$ cat src/inc/split_desc_defs.vh
// Constants for the split bulk/control descriptor decoder: register offsets,
// descriptor field positions, codes and limits.
// Assumes it is included by its bare name from files under rtl/.
`ifndef SPLIT_DESC_DEFS_VH
`define SPLIT_DESC_DEFS_VH

// Register byte offsets (one aligned 32-bit word each)
`define OFS_DESC_W0       8'h00
`define OFS_DESC_W1       8'h04
`define OFS_DESC_W2       8'h08
`define OFS_DESC_W3       8'h0c
`define OFS_STATUS        8'h10
`define OFS_XLATE         8'h14

// Descriptor word 0
`define W0_ACTIVE         0
`define W0_BYTE_TOTAL     17:3
`define W0_MAX_PAYLOAD    28:18
`define W0_EP_LOW         31
// Descriptor word 1
`define W1_EP_HIGH        2:0
`define W1_FUNC_ADDR      9:3
`define W1_PID            11:10
`define W1_EP_CLASS       13:12
`define W1_SPLIT_SEL      14
`define W1_SPEED_CODE     17:16
`define W1_HUB_PORT       24:18
`define W1_HUB_ADDR       31:25
// Descriptor word 2
`define W2_BUF_PTR        23:8
`define W2_RELOAD         28:25
// Descriptor word 3
`define W3_BYTES_DONE     14:0
`define W3_NAK_COUNT      22:19
`define W3_SPLIT_ERR      24:23
`define W3_WRITE_MASK     32'h01f87fff

// Field codes
`define CLASS_CONTROL     2'h0
`define CLASS_BULK        2'h2
`define PID_OUT           2'h0
`define PID_IN            2'h1
`define PID_SETUP         2'h2
`define SPEED_LOW         2'h2
`define SPEED_FULL        2'h0

// Address translation, size limits and counter constants
`define BUF_CPU_BASE      19'h00400
`define BUF_WORD_SHIFT    3
`define FS_MAX_PAYLOAD    11'h040
`define NAK_IGNORE        4'h0
`define SPLIT_ERR_RESTORE 2'h3

// Transaction result codes from the link engine
`define RES_ACK           3'h0
`define RES_NAK           3'h1
`define RES_NYET          3'h2
`define RES_NO_RESP       3'h3
`define RES_BAD_RESP      3'h4
`define RES_FATAL         3'h5

`endif

$ cat src/rtl/descriptor_field_decode.v
// Combinational decode of descriptor words into transaction fields.
// Assumes all inputs are registered descriptor words on the core clock.
`timescale 1ns/10ps
`default_nettype none
`include "split_desc_defs.vh"

module descriptor_field_decode (
    input  wire [31:0] w0,
    input  wire [31:0] w1,
    input  wire [31:0] w3,
    output wire [6:0]  hub_target_address,
    output wire [6:0]  hub_port_index,
    output wire        split_sel,
    output wire        low_speed,
    output wire        class_ok,
    output wire [1:0]  pid_code,
    output wire        pid_ok,
    output wire [6:0]  function_address,
    output wire [3:0]  endpoint_index,
    output reg  [10:0] packet_len
);
    reg [14:0] remaining;
    reg [10:0] cap;

    // Routing and addressing fields
    assign hub_target_address = w1[`W1_HUB_ADDR];
    assign hub_port_index     = w1[`W1_HUB_PORT];
    assign split_sel          = w1[`W1_SPLIT_SEL];
    // Speed code means nothing for a plain high-speed transaction
    assign low_speed = split_sel & (w1[`W1_SPEED_CODE] == `SPEED_LOW);
    assign class_ok  = (w1[`W1_EP_CLASS] == `CLASS_CONTROL) |
                       (w1[`W1_EP_CLASS] == `CLASS_BULK);
    assign pid_code  = w1[`W1_PID];
    assign pid_ok    = (pid_code == `PID_OUT) | (pid_code == `PID_IN) |
                       (pid_code == `PID_SETUP);
    assign function_address = w1[`W1_FUNC_ADDR];
    // Endpoint index is split across the word boundary
    assign endpoint_index   = {w1[`W1_EP_HIGH], w0[`W0_EP_LOW]};

    // Next packet: what is left of the total, capped by the payload limit
    always @* begin
        remaining = w0[`W0_BYTE_TOTAL] - w3[`W3_BYTES_DONE];
        if (w3[`W3_BYTES_DONE] > w0[`W0_BYTE_TOTAL])
            remaining = 15'h0000;
        cap = w0[`W0_MAX_PAYLOAD];
        if (split_sel && (cap > `FS_MAX_PAYLOAD))
            cap = `FS_MAX_PAYLOAD;
        if (remaining < {4'h0, cap})
            packet_len = remaining[10:0];
        else
            packet_len = cap;
    end
endmodule
`default_nettype wire

$ cat src/rtl/retry_counters.v
// Next-value logic for the NAK retry counter and the split error counter.
// Assumes result_code is valid only while the caller applies the outputs.
`timescale 1ns/10ps
`default_nettype none
`include "split_desc_defs.vh"

module retry_counters (
    input  wire [2:0] result_code,
    input  wire [3:0] reload_count,
    input  wire [3:0] nak_retry_counter,
    input  wire [1:0] split_err,
    output reg  [3:0] nak_next,
    output reg  [1:0] split_err_next,
    output reg        retire
);
    // One decision per transaction outcome
    always @* begin
        nak_next       = nak_retry_counter;
        split_err_next = split_err;
        retire         = 1'b0;
        case (result_code)
            `RES_ACK: begin
                nak_next = reload_count;
            end
            `RES_NAK: begin
                split_err_next = `SPLIT_ERR_RESTORE;
                // A zero reload turns NAK counting off altogether
                if (reload_count != `NAK_IGNORE) begin
                    if (nak_retry_counter <= 4'h1) begin
                        nak_next = 4'h0;
                        retire   = 1'b1;
                    end else begin
                        nak_next = nak_retry_counter - 4'h1;
                    end
                end
            end
            `RES_NYET: begin
                split_err_next = `SPLIT_ERR_RESTORE;
            end
            `RES_NO_RESP, `RES_BAD_RESP: begin
                if (split_err <= 2'h1) begin
                    split_err_next = 2'h0;
                    retire         = 1'b1;
                end else begin
                    split_err_next = split_err - 2'h1;
                end
            end
            `RES_FATAL: begin
                retire = 1'b1;
            end
            default: begin
                retire = 1'b0;
            end
        endcase
    end
endmodule
`default_nettype wire

$ cat src/rtl/split_bulk_descriptor_decode.v
// Transfer descriptor record for split bulk/control transactions: holds the
// descriptor, decodes it for the link engine, and updates it from results.
// Assumes the scheduler and link engine run on core_clk; the register port
// is driven by a master on the same clock.
// Software loads W0 last: its active bit arms the descriptor.
// Results are honoured only while a transaction is outstanding.
// No timeout: a link engine that never answers leaves busy set.
// Link outputs hold from one launch until the next.
//
// Register map (byte offsets, 32-bit words):
//   00 W0  active, byte total, max payload, endpoint bit 0
//   04 W1  endpoint bits 3..1, function, token, class, split, speed, port, hub
//   08 W2  buffer pointer, reload count
//   0c W3  bytes done, NAK count, split error count (masked)
//   10 STATUS and 14 XLATE are read only
// Unmapped offsets read zero and ignore writes.
//
// Our own choices: the plain strobed port and the register offsets.
`timescale 1ns/10ps
`default_nettype none
`include "split_desc_defs.vh"

module split_bulk_descriptor_decode #(
    parameter ADDR_W = 8
) (
    input  wire              core_clk,
    input  wire              rst_n,
    // Register port
    input  wire [ADDR_W-1:0] reg_addr,
    input  wire [31:0]       reg_wdata,
    input  wire              reg_wr,
    input  wire              reg_rd,
    output reg  [31:0]       reg_rdata,
    // Scheduler side
    input  wire              sched_req,
    output reg               launch,
    output reg               skipped,
    output reg               busy,
    // Decoded transaction for the link engine
    output reg  [6:0]        hub_target_address,
    output reg  [6:0]        hub_port_index,
    output reg               split_en,
    output reg               low_speed,
    output reg  [1:0]        pid_code,
    output reg               ep_is_bulk,
    output reg  [6:0]        function_address,
    output reg  [3:0]        endpoint_index,
    output reg  [10:0]       packet_len,
    output reg  [15:0]       payload_buffer_pointer,
    // Result from the link engine
    input  wire              result_valid,
    input  wire [2:0]        result_code,
    input  wire [10:0]       result_bytes,
    output reg               active
);
    // One transaction outstanding at most, so one state bit
    localparam ST_IDLE = 1'b0;
    localparam ST_BUSY = 1'b1;

    // Descriptor words; W0 and W3 are updated in place by results
    reg  [31:0] w0_reg;
    reg  [31:0] w1_reg;
    reg  [31:0] w2_reg;
    reg  [31:0] w3_reg;
    reg         state_reg;
    reg         state_next;
    reg  [31:0] rdata_next;
    reg  [15:0] done_sum;

    // Decoder and counter outputs
    wire [6:0]  dec_hub;
    wire [6:0]  dec_port;
    wire        dec_split;
    wire        dec_low;
    wire        dec_class_ok;
    wire [1:0]  dec_pid;
    wire        dec_pid_ok;
    wire [6:0]  dec_func;
    wire [3:0]  dec_ep;
    wire [10:0] dec_len;
    wire [3:0]  nak_next;
    wire [1:0]  err_next;
    wire        retire;
    wire        desc_live;
    wire        take_result;
    wire [18:0] buf_cpu_addr;
    wire        launch_take;
    wire        desc_done;

    // Field extraction and packet sizing from the stored words
    descriptor_field_decode u_decode (
        .w0                 (w0_reg),
        .w1                 (w1_reg),
        .w3                 (w3_reg),
        .hub_target_address (dec_hub),
        .hub_port_index     (dec_port),
        .split_sel          (dec_split),
        .low_speed          (dec_low),
        .class_ok           (dec_class_ok),
        .pid_code           (dec_pid),
        .pid_ok             (dec_pid_ok),
        .function_address   (dec_func),
        .endpoint_index     (dec_ep),
        .packet_len         (dec_len)
    );

    // Counter bookkeeping for one result; applied only while a result
    // is taken, so stale codes between results do no harm
    retry_counters u_retry (
        .result_code       (result_code),
        .reload_count      (w2_reg[`W2_RELOAD]),
        .nak_retry_counter (w3_reg[`W3_NAK_COUNT]),
        .split_err         (w3_reg[`W3_SPLIT_ERR]),
        .nak_next          (nak_next),
        .split_err_next    (err_next),
        .retire            (retire)
    );

    // A descriptor with an unknown class or PID is never launched either
    assign desc_live   = w0_reg[`W0_ACTIVE] & dec_class_ok & dec_pid_ok;
    // A result that turns up while idle is dropped
    assign take_result = (state_reg == ST_BUSY) & result_valid;

    // The one launch decision, shared by the launch pulse and the field latch
    assign launch_take = (state_reg == ST_IDLE) & sched_req & desc_live;

    // An acknowledged packet reaching the byte total ends the descriptor;
    // the spare sum bit ends it too should the count overflow
    assign desc_done = (result_code == `RES_ACK) &
                       (done_sum[15] | (done_sum[14:0] >= w0_reg[`W0_BYTE_TOTAL]));

    // Processor byte address of the buffer, shown for software checking
    assign buf_cpu_addr = ({3'h0, w2_reg[`W2_BUF_PTR]} << `BUF_WORD_SHIFT)
                          + `BUF_CPU_BASE;

    // Bytes moved so far plus this packet; one spare bit catches overflow
    // Feeds both the W3 update and the completion test
    always @* begin
        done_sum = {1'b0, w3_reg[`W3_BYTES_DONE]} + {5'h00, result_bytes};
    end

    // Launch sequencing: one transaction outstanding at a time
    always @* begin
        state_next = state_reg;
        case (state_reg)
            ST_IDLE: begin
                // A request for a dead descriptor is answered with a skip
                if (sched_req && desc_live)
                    state_next = ST_BUSY;
            end
            ST_BUSY: begin
                // Only a result ends the transaction
                if (result_valid)
                    state_next = ST_IDLE;
            end
            default: begin
                state_next = ST_IDLE;
            end
        endcase
    end

    // Launch is a one-cycle pulse; skip is high for each idle cycle with a dead request; busy mirrors the state.
    // A request is looked at only while idle, so one during busy is lost.
    always @(posedge core_clk or negedge rst_n) begin
        if (!rst_n) begin
            state_reg <= ST_IDLE;
            launch    <= 1'b0;
            skipped   <= 1'b0;
            busy      <= 1'b0;
        end else begin
            state_reg <= state_next;
            launch    <= launch_take;
            skipped   <= (state_reg == ST_IDLE) & sched_req & ~desc_live;
            busy      <= (state_next == ST_BUSY);
        end
    end

    // Descriptor storage. A software write in the same cycle as a result
    // wins, since software is loading a fresh descriptor over the old one.
    always @(posedge core_clk or negedge rst_n) begin
        if (!rst_n) begin
            w0_reg <= 32'h00000000;
            w1_reg <= 32'h00000000;
            w2_reg <= 32'h00000000;
            w3_reg <= 32'h00000000;
        end else begin
            if (take_result) begin
                // Counts update on every result, ACK or not
                w3_reg[`W3_NAK_COUNT] <= nak_next;
                w3_reg[`W3_SPLIT_ERR] <= err_next;
                if (retire)
                    w0_reg[`W0_ACTIVE] <= 1'b0;
                // Bytes done move only on ACK, so a retry counts once
                if (result_code == `RES_ACK) begin
                    w3_reg[`W3_BYTES_DONE] <= done_sum[14:0];
                    // Whole descriptor done once the total has been moved
                    if (done_sum[15] ||
                        (done_sum[14:0] >= w0_reg[`W0_BYTE_TOTAL]))
                        w0_reg[`W0_ACTIVE] <= 1'b0;
                end
            end

            // Unmapped and read-only offsets are ignored. The default arm
            // assigns nothing: rewriting a word there would undo a
            // hardware clear taken in the same cycle.
            if (reg_wr) begin
                case (reg_addr)
                    `OFS_DESC_W0: w0_reg <= reg_wdata;
                    `OFS_DESC_W1: w1_reg <= reg_wdata;
                    `OFS_DESC_W2: w2_reg <= reg_wdata;
                    `OFS_DESC_W3: w3_reg <= reg_wdata & `W3_WRITE_MASK;
                    default: begin
                    end
                endcase
            end
        end
    end

    // Decoded fields are latched at launch so they hold during the transaction
    // A rewrite of the words mid-transaction shows only at the next launch
    always @(posedge core_clk or negedge rst_n) begin
        if (!rst_n) begin
            hub_target_address     <= 7'h00;
            hub_port_index         <= 7'h00;
            split_en               <= 1'b0;
            low_speed              <= 1'b0;
            pid_code               <= 2'h0;
            ep_is_bulk             <= 1'b0;
            function_address       <= 7'h00;
            endpoint_index         <= 4'h0;
            packet_len             <= 11'h000;
            payload_buffer_pointer <= 16'h0000;
        end else if (launch_take) begin
            hub_target_address     <= dec_hub;
            hub_port_index         <= dec_port;
            split_en               <= dec_split;
            low_speed              <= dec_low;
            pid_code               <= dec_pid;
            ep_is_bulk             <= (w1_reg[`W1_EP_CLASS] == `CLASS_BULK);
            function_address       <= dec_func;
            endpoint_index         <= dec_ep;
            packet_len             <= dec_len;
            payload_buffer_pointer <= w2_reg[`W2_BUF_PTR];
        end
    end

    // Active flag mirror for the scheduler; a clear shows in the same
    // cycle as the stored bit, so the two never disagree after a result
    always @(posedge core_clk or negedge rst_n) begin
        if (!rst_n)
            active <= 1'b0;
        else if (reg_wr && (reg_addr == `OFS_DESC_W0))
            active <= reg_wdata[`W0_ACTIVE];
        else if (take_result && (retire || desc_done))
            active <= 1'b0;
        else
            active <= w0_reg[`W0_ACTIVE];
    end

    // Read mux; unmapped offsets read zero
    // STATUS: low speed, split, busy state, active in bits 3..0
    always @* begin
        case (reg_addr)
            `OFS_DESC_W0: rdata_next = w0_reg;
            `OFS_DESC_W1: rdata_next = w1_reg;
            `OFS_DESC_W2: rdata_next = w2_reg;
            `OFS_DESC_W3: rdata_next = w3_reg;
            `OFS_STATUS:  rdata_next = {28'h0000000, dec_low, dec_split,
                                        state_reg, w0_reg[`W0_ACTIVE]};
            `OFS_XLATE:   rdata_next = {13'h0000, buf_cpu_addr};
            default:      rdata_next = 32'h00000000;
        endcase
    end

    // Read data stands for exactly the cycle after the strobe
    // Zero outside the slot keeps a stale word off the bus
    always @(posedge core_clk or negedge rst_n) begin
        if (!rst_n)
            reg_rdata <= 32'h00000000;
        else if (reg_rd)
            reg_rdata <= rdata_next;
        else
            reg_rdata <= 32'h00000000;
    end
endmodule
`default_nettype wire

$ cat config.mk
export PLATFORM = sky130hd
export DESIGN_NAME = split_bulk_descriptor_decode
export DESIGN_NICKNAME = d
export VERILOG_FILES = /design/src/rtl/descriptor_field_decode.v /design/src/rtl/retry_counters.v /design/src/rtl/split_bulk_descriptor_decode.v
export VERILOG_INCLUDE_DIRS = /design/src /design/src/inc
export SDC_FILE = /design/constraint.sdc
export NUM_CORES = 1
export LEC_CHECK = 0
export ABC_AREA = 1
export BUFFER_PORTS_ARGS = -buffer_cell sky130_fd_sc_hd__buf_2
export CORE_ASPECT_RATIO = 0.5
export CORE_MARGIN = 10
export CORE_UTILIZATION = 30
export DETAILED_ROUTE_END_ITERATION = 7
export PLACE_DENSITY_LB_ADDON = 0.12
export SYNTH_ARGS = -nofsm -noshare
export SYNTH_HDL_FRONTEND = slang
export SYNTH_SLANG_ARGS = --single-unit
$ cat constraint.sdc
create_clock -name core_clk -period 3.6 [get_ports core_clk]
set_input_delay 0.72 -clock core_clk [delete_from_list [all_inputs] [get_ports core_clk]]
set_output_delay 0.72 -clock core_clk [all_outputs]
set_load 0.05 [all_outputs]
## Yosys cells after proc, flatten, opt, wreduce, memory -nomap -nowiden

Cells that the tools add are included.

- $add $sub $neg: 5
- Order comparisons: 6
- Div/mod/pow operators: 0
- Shift-type cells: 0
- Reduce and logical (&&, ||, !) cells: 16
- Multiply operators: 0
- Mux-type cells: 30
- Eq/ne operators: 14
- Bitwise operators: 14

Operator list:

| kind | number |
|---|---|
| one-hot mux 32 bit (6 select lines) | 1 |
| 2-to-1 mux 25 bit | 2 |
| 2-to-1 mux 15 bit | 3 |
| 2-to-1 mux 32 bit | 1 |
| 2-to-1 mux 11 bit | 2 |
| adder 19 x 11 -> 19 bit, second input constant | 1 |
| adder 15 x 11 -> 16 bit | 1 |
| equality test 8 x 4 -> 1 bit, second input constant | 2 |
| equality test 8 x 5 -> 1 bit, second input constant | 2 |
| >= comparator 15 bit | 1 |
| greater-than comparator 15 bit | 1 |
| < comparator 15 x 11 -> 1 bit | 1 |
| subtractor 15 bit | 1 |
| 2-to-1 mux 1 bit | 13 |
| greater-than comparator 11 x 7 -> 1 bit, second input constant | 1 |
| bitwise AND 1 bit | 8 |
| equality test 8 x 3 -> 1 bit, second input constant | 1 |
| zero test 8 bit | 1 |
| 2-to-1 mux 4 bit | 2 |
| one-hot mux 4 bit (2 select lines) | 1 |
| equality test 2 bit, second input constant | 3 |
| equality test 3 x 2 -> 1 bit, second input constant | 2 |
| equality test 3 bit, second input constant | 2 |
| 2-to-1 mux 6 bit | 1 |
| other kinds (19) | 31 |

- Memories: 0
- Bits in latches: 0
- ROM bits: 0
- Output and inout port bits: 93
- Word-level logic and storage cells: 105
- Flip-flop bits (word level): 210
- Input port bits: 60
- RAM bits: 0

## Depth between registers and ports, before layout

- Depth in word-level cells: 10
- Gate-level depth with buffers: 25
- Gate-level depth less buffers: 23

## Cells and area by module

From an unflattened synthesis, not the netlist that was laid out.

- Cell total of the unflattened synthesis: 1507
- Area, all modules: 11933.9 um^2

By module, submodules not included:

| module | times used | seq. area each (um^2) | cells each | area an instance (um^2) |
|---|---|---|---|---|
| split_bulk_descriptor_decode | 1 | 5255.0 | 1126 | 9887.0 |
| descriptor_field_decode | 1 | 0.0 | 316 | 1721.7 |
| retry_counters | 1 | 0.0 | 65 | 325.3 |

## Worst setup path after synthesis

No wires, ideal clock.

- Path type: input -> register
- From: input result_bytes[0]
- To: register active
- Setup time: 0.125 ns
- Arrival time: 3.065 ns
- Data required time: 3.475 ns
- Path buffers: 0
- Cell stages on the path: 17
- Setup slack: 0.410 ns
- Cells stage by stage: ha_1 -> fa_1 -> nand3_1 -> nand3_1 -> nand3_1 -> nand3_1 -> nand3_1 -> xor2_1 -> ha_1 -> nand2_1 -> inv_1 -> nand2_1 -> or4_1 -> nand3_1 -> o21ai_0 -> nand2_1 -> a21oi_1

- Cells in the longest elaborated chain, start to end: 8

Ends and longest elaborated chain:

| item | line | RTL |
|---|---|---|
| start, declared | split_bulk_descriptor_decode.v:53 | `input wire [10:0] result_bytes,` |
| adder 15 x 11 -> 16 bit (*) | split_bulk_descriptor_decode.v:139 | `` done_sum = {1'b0, w3_reg[`W3_BYTES_DONE]} + {5'h00, result_bytes}; `` |
| >= comparator 15 bit | split_bulk_descriptor_decode.v:130 | `` (done_sum[15] \| (done_sum[14:0] >= w0_reg[`W0_BYTE_TOTAL])); `` |
| OR 1 bit (*) | split_bulk_descriptor_decode.v:130 |  |
| bitwise AND 1 bit (*) | split_bulk_descriptor_decode.v:129 | `` assign desc_done = (result_code == `RES_ACK) & `` |
| logical OR 1 bit (*) | split_bulk_descriptor_decode.v:254 | `else if (take_result && (retire \|\| desc_done))` |
| logical AND 1 bit (*) | split_bulk_descriptor_decode.v:254 |  |
| 2-to-1 mux 1 bit (*) | split_bulk_descriptor_decode.v:254 |  |
| 2-to-1 mux 1 bit (*) | split_bulk_descriptor_decode.v:252 | `` else if (reg_wr && (reg_addr == `OFS_DESC_W0)) `` |
| end signal, assigned | split_bulk_descriptor_decode.v:253 | `` active <= reg_wdata[`W0_ACTIVE]; `` |
| end signal, assigned | split_bulk_descriptor_decode.v:257 | `` active <= w0_reg[`W0_ACTIVE]; `` |
| end, declared | split_bulk_descriptor_decode.v:54 | `output reg active` |

Mark *: on every way between the ends. The rest lies on a longest branch, timed or not.
A chain may end at the register's enable or synchronous reset.

## Worst setup path after layout

- From: register w0_reg[3]
- To: register packet_len[0]

- Cells in the longest elaborated chain, start to end: 4
- Elaborated cells on any way between the ends: 5
- Classes of those cells: add/sub: 1; order compare: 2; mux: 2

Ends and longest elaborated chain:

| item | line | RTL |
|---|---|---|
| start, declared | split_bulk_descriptor_decode.v:61 | `reg [31:0] w0_reg;` |
| start signal, assigned | split_bulk_descriptor_decode.v:208 | `` `OFS_DESC_W0: w0_reg <= reg_wdata; `` |
| subtractor 15 bit or greater-than comparator 15 bit (tied branches) | descriptor_field_decode.v:42, descriptor_field_decode.v:43 |  |
| 2-to-1 mux 15 bit (*) | descriptor_field_decode.v:43 | `` if (w3[`W3_BYTES_DONE] > w0[`W0_BYTE_TOTAL]) `` |
| < comparator 15 x 11 -> 1 bit | descriptor_field_decode.v:48 | `if (remaining < {4'h0, cap})` |
| 2-to-1 mux 11 bit (*) | descriptor_field_decode.v:48 |  |
| end signal, assigned | split_bulk_descriptor_decode.v:242 | `packet_len <= dec_len;` |
| end, declared | split_bulk_descriptor_decode.v:48 | `output reg [10:0] packet_len,` |

Marks and branches as above.

==> summary.txt <==
Final layout
  • Final #Nets: 1736
  • Layout area overhead: 22.3%
  • Finished Layout Cells: 2131
  • Most common cell after layout, fill and taps aside: nand2_1
  • Final instance area: 13900 um^2
  • Layout cell share with drive strength beyond 1: 18.9%
  • Antenna diodes: 0
  • Fill count: 3891
  • Final Util: 37.2%
  • Most frequent cells in the layout: 408 x nand2_1, 209 x dfrtp_1, 181 x inv_1, 151 x buf_2, 108 x o21ai_0

Detailed routing
  • Number of DRC markers in iteration 0: 959
  • Avg WL per Cell: 19.5 um
  • Drt drc: 0
  • Routed Wire Length: 41700 um
  • DRT antenna net count: 0
  • Routed vias: 10.4k
  • Drt pass-1 iters: 5
  • Avg Vias per Cell: 4.86

Clock network
  • # clock sinks: 210
  • Clock transition at the registers of the reported paths: 0.06 ns
  • Clock buffer depth: 3
  • Clk_lat worst skew: 0.54 ns
  • CTS tree: built
  • CTS buffer count: 23
  • Post-CTS Setup Bufs: 0
  • H-tree depth: 1
  • Hold_buf cts: 0
  • CTS resizes: 0
  • Root buf cell: clkbuf_16

Timing
  • Final setup TNS: 0 ns
  • Fmax: 299 MHz
  • Final min period: 3.35 ns
  • Worst Tran Pin Value: 0.671 ns
  • Final period util: 93.1%
  • Final worst slack: 0.250 ns
  • Worst Skew: 0.0238 ns
  • Final slew viol count: 0
  • Final Setup Violations: 0
  • Final Hold Fails: 0
  • Hold_ws: 0.156 ns
  • Relative slew slack: 55.3%

Job
  • Max cap viols: 0

Pwr
  • Total power: 9.38 mW
  • Pwr dens: 676 nW/um^2
  • Pleak: 7.08 nW
  • Worst ir drop on vdd: 0.293 mV

Global route
  • Initial antenna violation count: 0
  • All-Layer GR Usage: 17.6%
  • First-pass GRT wire length: 63000 um
  • Largest net degree at the start of global routing: 79
  • Grt total ovfl: 0
  • Number of global-route vias before repair: 10.2k

Worst setup path
  • Worst EP required: 4.01 ns
  • CP peak stage delay: 0.41 ns
  • Top cell by count, worst path: nand2_1
  • Max stage delay cell, worst path: dfrtp_1
  • Cell Chain, Critical Path: inv_2 -> ha_2 -> inv_2 -> fa_2 -> nand3_1 -> nand2_2 -> nand2_1 -> nand2_1 -> or2_2 -> nand3_2 -> inv_1 -> ha_1 -> nand2_1 -> nor2_1 -> a211oi_1 -> nand2_1 -> nand2_2 -> buf_4 -> nand3_1 -> nand3_1 -> nand2_1
  • Critical path's top delay family: simple AND/OR/NAND/NOR gates
  • CP Class: register to register
  • Critical Path Fanout Max: 6
  • Critical path endpoint category: register
  • Startpoint types: register
  • WP buf/inv: 4
  • Stages on worst setup path: 21
  • Critical path arrival: 3.76 ns
  • R2R depth: 21

Floorplanning
  • IO Pins: 153
  • Std-Cell Rows: 50
  • Die Ht: 158 um
  • Placeable Area: 37300 um^2
  • Chip width: 295 um
  • Initial Utilization: 30.4%
  • Die Area: 46500 um^2

Synth
  • Number of synthesized register bits: 210
  • Synth Instances: 1434
  • Syn avg cell area: 7.92 um^2
  • Post-synth top area cell: dfrtp_1
  • Syn_nets: 1550
  • Syn Std Cell Area: 11400 um^2
  • Number of synthesized flops with an enable pin: 0
  • Ys Warns: 0
  • Seq/Total Area, Yosys: 46.3%
  • Ys async rst share: 100%
  • Synth area leaders: dfrtp_1 46%, nand2_1 14%, inv_1 6.0%
  • Post-synth cell types: 50
  • Area share of the largest cell type after synthesis: 46.3%
  • Top_reg_cell synth: dfrtp_1

Place
  • # placed instances: 2089
  • Pre-CTS setup slack: -0.157 ns
  • DP HPWL: 32500 um
  • PortBufs: 152
  • Final GP Congestion: 0.909
  • Cell Area, Placed: 13000 um^2

Hold path
  • Worst min path class: input port to asynchronous set/reset pin

Status
  • Status: completed
==> worst reg2reg max path, delay by kind of cell (launching register included) <==
family                     cells  cell delay (ns)
DFF                            1             0.41
AOI/OAI and AO/OA              1             0.19
and+or+nand+nor               13             1.41
buffers and inverters          4             0.38
adders and majority gates      3             0.85
==> where the power goes <==
part	switching [mW]	leakage [nW]	internal (mW)	total, mW
clock	1.03	0.405	1.55	2.58
combinational	2.63	3.91	1.36	4.00
sequential	0.185	2.77	2.61	2.80
total	3.85	7.08	5.53	9.38
==> synthesized netlist by cell type, drive strengths merged (3+ instances only) <==
master / n
a221oi: 15
a31oi: 25
nand2: 417
nor3: 13
or2: 7
buf: 18
nand3: 60
xnor2: 4
nand4: 11
clkinv: 3
inv: 200
o21bai: 3
a21oi: 64
o21ai: 159
clkbuf: 32
xor2: 15
dfrtp: 210
a41oi: 3
nor2: 79
o22ai: 22
ha: 54
==> final cells by class <==
| class | instances | area (um^2) | share of cell area, % |
|---|---|---|---|
| clock buffer | 29 | 638 | 4.60 |
| clock inverter | 13 | 181 | 1.31 |
| inverter | 203 | 764 | 5.51 |
| multi-input combinational | 971 | 5150 | 37.1 |
| sequential | 210 | 5260 | 37.9 |
| tap | 494 | 618 | 4.45 |
| timing repair buffer | 211 | 1270 | 9.13 |
==> kinds of logic (layout without fill, tap and decap cells) <==
family,after synthesis,in the layout,share of synthesized area [%]
compound gates,302,302,15.1
flops,210,210,46.3
xor+xnor,19,19,1.47
simple gates,594,594,22.1
fa+ha+maj,56,56,6.31
buf+inv,253,456,8.76
==> final timing paths <==
path,to,slack (ns),start
setup / recovery,packet_len[0],0.25,w0_reg[3]
hold / removal,w0_reg[16],0.16,rst_n
setup reg to reg,packet_len[0],0.25,w0_reg[3]
hold reg to reg,hub_target_address[4],0.47,hub_target_address[4]
max in group asynchronous,w1_reg[30],2.44,rst_n
min in group core_clk,state_reg,0.40,result_valid
==> metal layers <==
metal	vias to the layer above	wire, um	global-route usage (%)	share of wire [%]
met4	0	547	2.67	1.3
met1	5027	19800	25.0	48
met2	244	19300	28.5	46
li1	5060	-	-	-
met5	-	0	0	0
met3	33	2020	2.57	4.8
No activity file was read; power rests on OpenSTA's default activity.
